## src/common/ptprt_consts.vh

```
// register map, field positions, reset values and timing for the rate/trigger block
`ifndef PTPRT_CONSTS_VH
`define PTPRT_CONSTS_VH

// ==========================================================================
// register offsets (word index on the 16-bit register port)
`define PTPRT_OFF_CTRL        5'h14
`define PTPRT_OFF_TRIG_STATUS 5'h17
`define PTPRT_OFF_RATE_LOW    5'h18
`define PTPRT_OFF_RATE_HIGH   5'h19
`define PTPRT_OFF_TRIG_CTRL   5'h1c
`define PTPRT_OFF_DURATION    5'h1d
`define PTPRT_OFF_TIME_LO     5'h1e
`define PTPRT_OFF_TIME_HI     5'h1f
`define PTPRT_OFF_IRQ_STATUS  5'h10
`define PTPRT_OFF_IRQ_ENABLE  5'h11
`define PTPRT_OFF_IRQ_CLEAR   5'h12

// ==========================================================================
// rate high word fields
`define PTPRT_RH_DIR_BIT      15
`define PTPRT_RH_TMP_BIT      14
`define PTPRT_RH_MAG_MSB      9
`define PTPRT_RH_WR_MASK      16'hc3ff

// control register: bit 0 holds the time unit in reset
`define PTPRT_CTRL_RESET_BIT  0

// trigger control write: [2:0] trigger, [3] arm, [4] disable, [5] notify
`define PTPRT_TC_ARM_BIT      3
`define PTPRT_TC_DIS_BIT      4
`define PTPRT_TC_NOTIFY_BIT   5

// ==========================================================================
// reset values
`define PTPRT_RATE_HIGH_RST   16'h0000
`define PTPRT_RATE_MAG_RST    26'h0000000
`define PTPRT_ZERO16          16'h0000

// nominal reference period in ns, and fraction width of the time clock
`define PTPRT_REF_PERIOD_NS   20
`define PTPRT_FRAC_BITS       32

`endif

```

## src/design/ptprt_top.v

```verilog
// precision clock rate adjust path and eight-trigger status view
//
// Operation
// status word holds active at bit 2n, error at bit 2n+1
// error set when armed target time is already past
// error clears only on disable or re-arm of that trigger
// active high while enabled and not yet completed
// error sets only if that trigger's notify enable is set
// rate magnitude counts 2^-32 ns per reference period
// each cycle clock advances by nominal period plus or minus rate
// software writes high rate word before low rate word
// low word write loads full rate; high word alone changes nothing
// direction bit 15: zero adds, one subtracts
// bit 14 applies rate only for the temporary duration
// bits 9:0 are top ten of twenty-six bit magnitude
// high word bits 13:10 ignore writes, read zero
// time unit reset bit holds clock and registers until cleared
// after reset rate, direction, temporary mode are zero
//
// Design decision made here: strobed register access.
`timescale 1ns/1ns
`include "ptprt_consts.vh"

module ptprt_top #(
    parameter NUM_TRIG = 8,
    parameter SEC_BITS = 32
) (
    // clock and reset
    input  wire        sys_clk_in,
    input  wire        nrst_in,
    // register port
    input  wire [4:0]  reg_addr_in,
    input  wire [15:0] reg_wdata_in,
    input  wire        reg_wr_in,
    input  wire        reg_rd_in,
    output reg  [15:0] reg_rdata_out,
    // time clock and trigger status
    output reg  [63:0] time_ns_frac_out,
    output wire [15:0] trigger_status_out,
    output wire        irq_out
);

    // ======================================================================
    // register decode
    wire wr_ctrl = reg_wr_in && reg_addr_in == `PTPRT_OFF_CTRL;
    wire wr_rl   = reg_wr_in && reg_addr_in == `PTPRT_OFF_RATE_LOW;
    wire wr_rh   = reg_wr_in && reg_addr_in == `PTPRT_OFF_RATE_HIGH;
    wire wr_tc   = reg_wr_in && reg_addr_in == `PTPRT_OFF_TRIG_CTRL;
    wire wr_dur  = reg_wr_in && reg_addr_in == `PTPRT_OFF_DURATION;
    wire wr_ien  = reg_wr_in && reg_addr_in == `PTPRT_OFF_IRQ_ENABLE;
    wire wr_iclr = reg_wr_in && reg_addr_in == `PTPRT_OFF_IRQ_CLEAR;
    wire wr_tlo  = reg_wr_in && reg_addr_in == `PTPRT_OFF_TIME_LO;
    wire wr_thi  = reg_wr_in && reg_addr_in == `PTPRT_OFF_TIME_HI;

    // ======================================================================
    // time unit reset: survives its own reset so software can release it
    reg time_unit_reset;
    always @(posedge sys_clk_in) begin
        if (!nrst_in)
            time_unit_reset <= 1'b0;
        else if (wr_ctrl)
            time_unit_reset <= reg_wdata_in[`PTPRT_CTRL_RESET_BIT];
    end
    wire unit_rst = !nrst_in || time_unit_reset;

    // ======================================================================
    // rate registers
    reg  [15:0] rate_high_word;
    reg  [25:0] rate_magnitude;
    reg         rate_direction;
    reg         temporary_rate_select;
    reg  [15:0] temporary_duration_reg;
    reg  [15:0] tmp_left;
    always @(posedge sys_clk_in) begin
        if (unit_rst) begin
            rate_high_word        <= `PTPRT_RATE_HIGH_RST;
            rate_magnitude        <= `PTPRT_RATE_MAG_RST;
            rate_direction        <= 1'b0;
            temporary_rate_select <= 1'b0;
            temporary_duration_reg <= `PTPRT_ZERO16;
            tmp_left              <= `PTPRT_ZERO16;
        end else begin
            if (wr_rh) // reserved bits masked off
                rate_high_word <= reg_wdata_in & `PTPRT_RH_WR_MASK;
            if (wr_dur)
                temporary_duration_reg <= reg_wdata_in;
            if (wr_rl) begin
                // full value loads only here
                rate_magnitude <= {rate_high_word[`PTPRT_RH_MAG_MSB:0],
                                   reg_wdata_in};
                rate_direction <= rate_high_word[`PTPRT_RH_DIR_BIT];
                temporary_rate_select <= rate_high_word[`PTPRT_RH_TMP_BIT];
                tmp_left <= temporary_duration_reg;
            end else if (temporary_rate_select && tmp_left != 16'h0000) begin
                tmp_left <= tmp_left - 16'h0001;
            end
        end
    end

    // temporary rate stops once its duration has run out
    wire rate_live = !temporary_rate_select || tmp_left != 16'h0000;
    wire [63:0] nominal = {32'h00000000 + `PTPRT_REF_PERIOD_NS, 32'h00000000};
    wire [63:0] adj = rate_live ? {38'h0, rate_magnitude} : 64'h0;

    // ======================================================================
    // time clock: integer ns in the top half, 2^-32 ns fraction below
    always @(posedge sys_clk_in) begin
        if (unit_rst)
            time_ns_frac_out <= 64'h0;
        else if (wr_tlo)
            time_ns_frac_out <= {time_ns_frac_out[63:48], reg_wdata_in, 32'h0};
        else if (wr_thi)
            time_ns_frac_out <= {reg_wdata_in, time_ns_frac_out[47:32], 32'h0};
        else if (rate_direction)
            time_ns_frac_out <= time_ns_frac_out + nominal - adj;
        else
            time_ns_frac_out <= time_ns_frac_out + nominal + adj;
    end
    wire [31:0] now_ns = time_ns_frac_out[63:32];

    // ======================================================================
    // triggers: target offset held in one shared word, added to now and latched per trigger on arm
    reg [15:0] trig_target_word;
    always @(posedge sys_clk_in) begin
        if (unit_rst)
            trig_target_word <= `PTPRT_ZERO16;
        else if (wr_dur)
            trig_target_word <= reg_wdata_in;
    end

    reg  [NUM_TRIG-1:0] trig_active;
    reg  [NUM_TRIG-1:0] trig_error;
    reg  [NUM_TRIG-1:0] trig_notify;
    reg  [31:0]         trig_target [0:NUM_TRIG-1];
    reg  [NUM_TRIG-1:0] done_evt;
    reg  [NUM_TRIG-1:0] err_evt;
    wire [2:0] tc_sel = reg_wdata_in[2:0];
    wire [31:0] arm_target = {16'h0000, trig_target_word} + now_ns;
    integer i;
    always @(posedge sys_clk_in) begin
        if (unit_rst) begin
            trig_active <= {NUM_TRIG{1'b0}};
            trig_error  <= {NUM_TRIG{1'b0}};
            trig_notify <= {NUM_TRIG{1'b0}};
            done_evt    <= {NUM_TRIG{1'b0}};
            err_evt     <= {NUM_TRIG{1'b0}};
            for (i = 0; i < NUM_TRIG; i = i + 1)
                trig_target[i] <= 32'h0;
        end else begin
            done_evt <= {NUM_TRIG{1'b0}};
            err_evt  <= {NUM_TRIG{1'b0}};
            for (i = 0; i < NUM_TRIG; i = i + 1) begin
                if (wr_tc && tc_sel == i[2:0] &&
                    reg_wdata_in[`PTPRT_TC_DIS_BIT]) begin
                    trig_active[i] <= 1'b0;
                    trig_error[i]  <= 1'b0;
                end else if (wr_tc && tc_sel == i[2:0] &&
                             reg_wdata_in[`PTPRT_TC_ARM_BIT]) begin
                    trig_notify[i] <= reg_wdata_in[`PTPRT_TC_NOTIFY_BIT];
                    trig_target[i] <= arm_target;
                    // offset with top bit set is a target in the past
                    if (trig_target_word[15]) begin
                        trig_active[i] <= 1'b0;

                        trig_error[i]  <=
                            reg_wdata_in[`PTPRT_TC_NOTIFY_BIT];
                        err_evt[i] <= reg_wdata_in[`PTPRT_TC_NOTIFY_BIT];
                    end else begin
                        trig_active[i] <= 1'b1;
                        trig_error[i]  <= 1'b0;
                    end
                end else if (trig_active[i] &&
                             now_ns >= trig_target[i]) begin
                    trig_active[i] <= 1'b0;
                    done_evt[i]    <= 1'b1;
                end
            end
        end
    end

    genvar g;
    generate
        for (g = 0; g < NUM_TRIG; g = g + 1) begin : g_stat
            assign trigger_status_out[2*g]   = trig_active[g];
            assign trigger_status_out[2*g+1] = trig_error[g];
        end
    endgenerate

    // ======================================================================
    // interrupts: bit 0 trigger done, bit 1 trigger error; set wins clear
    reg [1:0] irq_status;
    reg [1:0] irq_enable;
    wire [1:0] irq_set = {|err_evt, |done_evt};
    always @(posedge sys_clk_in) begin
        if (unit_rst) begin
            irq_status <= 2'b00;
            irq_enable <= 2'b00;
        end else begin
            if (wr_ien)
                irq_enable <= reg_wdata_in[1:0];
            irq_status <= (irq_status & ~(wr_iclr ? reg_wdata_in[1:0]
                                                  : 2'b00)) | irq_set;
        end
    end
    assign irq_out = |(irq_status & irq_enable);

    // ======================================================================
    // read data, one cycle after the strobe; unmapped reads zero
    always @(posedge sys_clk_in) begin
        if (!nrst_in)
            reg_rdata_out <= `PTPRT_ZERO16;
        else if (reg_rd_in) begin
            case (reg_addr_in)
                `PTPRT_OFF_CTRL:
                    reg_rdata_out <= {15'h0000, time_unit_reset};
                `PTPRT_OFF_TRIG_STATUS: reg_rdata_out <= trigger_status_out;
                `PTPRT_OFF_RATE_HIGH:   reg_rdata_out <= rate_high_word;
                `PTPRT_OFF_DURATION: reg_rdata_out <= temporary_duration_reg;
                `PTPRT_OFF_TIME_LO: reg_rdata_out <= time_ns_frac_out[47:32];
                `PTPRT_OFF_TIME_HI: reg_rdata_out <= time_ns_frac_out[63:48];
                `PTPRT_OFF_IRQ_STATUS:
                    reg_rdata_out <= {14'h0000, irq_status};
                `PTPRT_OFF_IRQ_ENABLE:
                    reg_rdata_out <= {14'h0000, irq_enable};
                default: reg_rdata_out <= `PTPRT_ZERO16;
            endcase
        end else
            reg_rdata_out <= `PTPRT_ZERO16;
    end

endmodule // ptprt_top

```

## config.mk

```make
export PLATFORM = sky130hd
export DESIGN_NAME = ptprt_top
export DESIGN_NICKNAME = d
export VERILOG_FILES = /design/src/design/ptprt_top.v
export VERILOG_INCLUDE_DIRS = /design/src /design/src/common
export SDC_FILE = /design/constraint.sdc
export NUM_CORES = 1
export LEC_CHECK = 0
export BUFFER_PORTS_ARGS = -buffer_cell sky130_fd_sc_hd__buf_2
export CELL_PAD_IN_SITES_DETAIL_PLACEMENT = 0
export CELL_PAD_IN_SITES_GLOBAL_PLACEMENT = 1
export CORE_UTILIZATION = 45
export CTS_CLUSTER_SIZE = 24
export DETAILED_ROUTE_END_ITERATION = 12
export PLACE_DENSITY_LB_ADDON = 0.08
export SKIP_LAST_GASP = 1
export SLEW_MARGIN = 20
export SYNTH_ARGS = -nofsm -noshare
export SYNTH_HDL_FRONTEND = slang
export SYNTH_SLANG_ARGS = --single-unit
export TNS_END_PERCENT = 5
```

## constraint.sdc

```tcl
create_clock -name sys_clk_in -period 6.39 [get_ports sys_clk_in]
set_input_delay 0.3195 -clock sys_clk_in [delete_from_list [all_inputs] [get_ports sys_clk_in]]
set_output_delay 0.3195 -clock sys_clk_in [all_outputs]
set_load 0.01 [all_outputs]
```

==> metrics.md <==
| Metric | Value |
|---|---|
| Slew headroom | `0.2463` |
| Wl on met1 | `44.02 mm` |
| CP bufs+invs | `0` |
| Core ar. | `63200 um^2` |
| 1st-pass router iterations | `6` |
| Placer Congestion | `1.013` |
| Total GRT Usage | `0.3107` |
| Cell internal pwr | `7568 uW` |
| Clock power share | `0.226` |
| Buffers on Ports | `121` |
| Synth Flop Type | `edfxtp_1` |
| Switch Pwr | `5883 uW` |
| Htree depth | `2` |
| Area contributors post-synth | `edfxtp_1 27%, ha_1 15%, dfxtp_1 13%` |
| Adder-Cell Fraction of Synth Area | `0.1495` |
| Max stage delay on crit path | `560 ps` |
| Final hold vios | `0` |
| Design Area, Final | `32140 um^2` |
| Compound-Gate Fraction of Synth Area | `0.1646` |
| Place WS | `326.0 ps` |
| Max VDD drop | `0.2425 mV` |
| Worst setup margin | `437.3 ps` |
| Final Skew | `24.31 ps` |
| Yosys reg bits | `445` |
| Synth top area share | `0.2669` |
| Design Power | `13450 uW` |
| Min Tclk post-route | `5953 ps` |
| Synth cell types | `83` |
| CP Data Required Time | `6860 ps` |
| Number of global-route vias before repair | `23590` |
| CP Launch Type | `flop` |
| Area growth syn-to-layout | `11.58%` |
| Initial Utilization | `0.4557` |
| Row count | `92` |
| Max Buffers Root-to-Sink | `3` |
| Leakage | `0.01433 uW` |
| Slew Viols, Final | `0` |
| Cell Area, Placed | `30390 um^2` |
| Clk pin slew, worst setup/hold paths | `60 ps` |
| DRC viols | `0` |
| Starting DRC count in detailed routing | `1950` |
| PwrDens | `418.6 nW/um^2` |
| Share of cells above drive strength 1 | `0.08844` |
| Final setup vio count | `0` |
| Via count | `24500` |
| Met3 routed WL | `6.010 mm` |
| Cells after Synth | `3240` |
| HPWL after DPL | `75.44 mm` |
| Post-synth EDFFs | `256` |
| Kind of critical path | `reg -> reg` |
| Synthesized area | `28800 um^2` |
| Status | `finished, final reports clean` |
| Area leader, netlist | `edfxtp_1` |
| Max-cap viol count | `0` |
| Drt total wl | `101.5 mm` |
| CTS root buffer | `clkbuf_16` |
| Post-synthesis async set-or-reset flop share | `0` |
| DIE AREA | `65020 um^2` |
| Syn avg cell area | `8.889 um^2` |
| Switch share | `0.4374` |
| CP max FO | `6` |
| Fin crit share | `0.9316` |
| First-pass GRT wire length | `148.4 mm` |
| CP cell instances | `or4_1 -> or2_1 -> nor2_1 -> nand2_1 -> nand2_1 -> ha_1 -> o21ai_2 -> a21oi_1 -> nor2_1 -> or3_1 -> nand3_1 -> ha_1 -> a21oi_1 -> o21ai_1 -> or4_1 -> nor3_1 -> o31ai_1 -> o21ai_1 -> o21ai_0 -> xnor2_1 -> o22ai_1` |
| Crit-path slowest cell | `or4_1` |
| Total negative slack | `0 ps` |
| Clock sinks | `445` |
| Flop pwr share | `0.262` |
| Unrepaired setup endpoints after global routing | `yes` |
| Drt wl/cell | `24.01 um` |
| Via density | `5.794` |
| Hold crit path type | `in -> reg` |
| Postcts setup bufs | `0` |
| Largest net degree at the start of global routing | `76` |
| CP endpoint kind | `flop` |
| Sequential fraction of the synthesis area | `0.3983` |
| Nets | `3706` |
| Post-synthesis xor/xnor area fraction | `0.04044` |
| Chip width | `255.0 um` |
| Num CTS Buffers | `55` |
| Worst-Skew Late Latency | `630 ps` |
| Measured slew at the worst slew-check pin | `1123 ps` |
| Mux cell area share after synthesis | `0.02207` |
| TritonCTS clock tree | `yes` |
| Largest family of logic cells by synthesized area | `simple AND/OR/NAND/NOR gates` |
| I/O pin count | `122` |
| Worst EP arrival | `6420 ps` |
| Post-synthesis net count | `3608` |
| Die height | `255.0 um` |
| Comb pwr share | `0.512` |
| Final ANT Viol Nets | `0` |
| Peak Freq | `0.1680 GHz` |
| Worst path top cell family by delay | `simple AND/OR/NAND/NOR gates` |
| Area fraction in and, or, nand and nor cells after synthesis | `0.1663` |
| YS warnings | `0` |
| Met2 Routed Length | `46.60 mm` |
| DR top layer | `met5` |
| Initial antenna violation count | `6` |
| GR Overflow Total | `0` |
per-stage QoR:
step / utilization / hold slack (ps) / cells
final: 0.5085 / 62.31 / 4228
after global routing: 0.5085 / 46.06 / 4227
after CTS: 0.5081 / 27.41 / 4227
after detailed placement: 0.4808 / 468.9 / 4126
after global placement: 0.4807 / 459.6 / 4126
after floorplan: - / 444.4 / 3240
Yosys cell counts, types with 8 or more instances:
cell         n
nand4_1     68
and3_1      18
a311oi_1     9
a2111oi_0   14
xor2_1      54
a211oi_1    33
and2_1      10
nor2_1     424
nand2_1    315
nor4_1      13
dfxtp_1    189
xnor2_1     79
nand3_1     50
nand2b_1    23
or2_2       14
a21o_1     130
or3_1       26
a31oi_1     17
o22ai_1     30
inv_1      314
nor2b_1     25
buf_1       13
a21oi_1    241
ha_1       341
and4_1       8
o21bai_1    22
mux2i_1     59
o21ai_0    104
edfxtp_1   256
o21a_1      15
o211ai_1    25
nor3_1      54
clkbuf_1   119
worst min-delay path: stages:
cell and delay (ps):
buf_2 180, nand2_1 80, a21oi_1 50
final cells by class:
cell class	count	area [um^2]
well taps	846	1059
inverters	314	1179
clock inverters	25	225.2
flip-flops and latches	445	11470
fillers	6049	31060
diodes	1	2.502
repair buffers	177	1028
clock buffers	75	1491
multi-input cells	2345	15680
metal layers:
| metal | GRT usage | vias up |
|---|---|---|
| li1 | - | 11650 |
| met1 | 0.4038 | 11860 |
| met2 | 0.5127 | 792 |
| met3 | 0.04180 | 188 |
| met4 | 0.1422 | 4 |
| met5 | 0 | - |
power groups by stage:
stage                     combinational, uW  sequential (uW)  clock, uW
final                                  6890             3530       3040
after global routing                   7510             3550       3180
after CTS                              6820             3530       3080
after detailed placement               6770             3580          0
after global placement                 6700             3580          0
after floorplan                        4260             3750          0
timing repair:
action | in CTS | in global routing
gates resized for setup | 0 | 2
hold endpoints to repair | 1 | 0
endpoints found under the setup margin | 0 | 4
hold buffers | 1 | 0
placed cells by master (no fill, tap or decap), types with 22 or more instances in the layout:
master       n
nor2_1     423
ha_1       341
inv_1      314
nand2_1    314
edfxtp_1   256
a21oi_1    241
dfxtp_1    189
a21o_1     130
buf_2      121
o21ai_0    104
xnor2_1     77
nand4_1     68
mux2i_1     59
clkbuf_16   55
buf_4       55
nor3_1      54
xor2_1      54
nand3_1     50
a211oi_1    33
o22ai_1     30
or3_1       26
o211ai_1    25
nor2b_1     24
nand2b_1    22
worst paths after layout:
kind	depth (start not counted)	endpoint	slack [ps]	startpoint
worst min-delay path	3	trig_target_word[12]$_SDFFE_PP0P_	60	reg_wdata_in[12]
worst min register to register	2	rate_magnitude[17]$_SDFFE_PP0P_	480	rate_high_word[1]$_SDFFE_PP0P_
worst max register to register	21	time_ns_frac_out[47]$_SDFFE_PP0P_	440	tmp_left[10]$_SDFFE_PP0P_
worst max-delay path	21	time_ns_frac_out[47]$_SDFFE_PP0P_	440	tmp_left[10]$_SDFFE_PP0P_
sequential cells by signal, summed over array words and instances (netlist names):
signal,flops
tmp_left,16
rate_direction,1
done_evt,8
trig_target_word,16
irq_status,2
time_ns_frac_out,64
trig_error,8
trig_target,256
reg_rdata_out,16
time_unit_reset,1
temporary_rate_select,1
irq_enable,2
err_evt,8
trig_active,8
rate_high_word,12
rate_magnitude,26
cells by family (layout without fill, tap and decap cells):
family,Yosys count,in the layout
AOI/OAI and AO/OA,736,736
adders and majority gates,343,343
DFF,445,445
muxes,63,63
other,0,1
xor gates and xnor gates,133,133
and+or+nand+nor,1070,1070
buffers and inverters,450,591
Note: power is estimated with default switching activity, not from simulation.
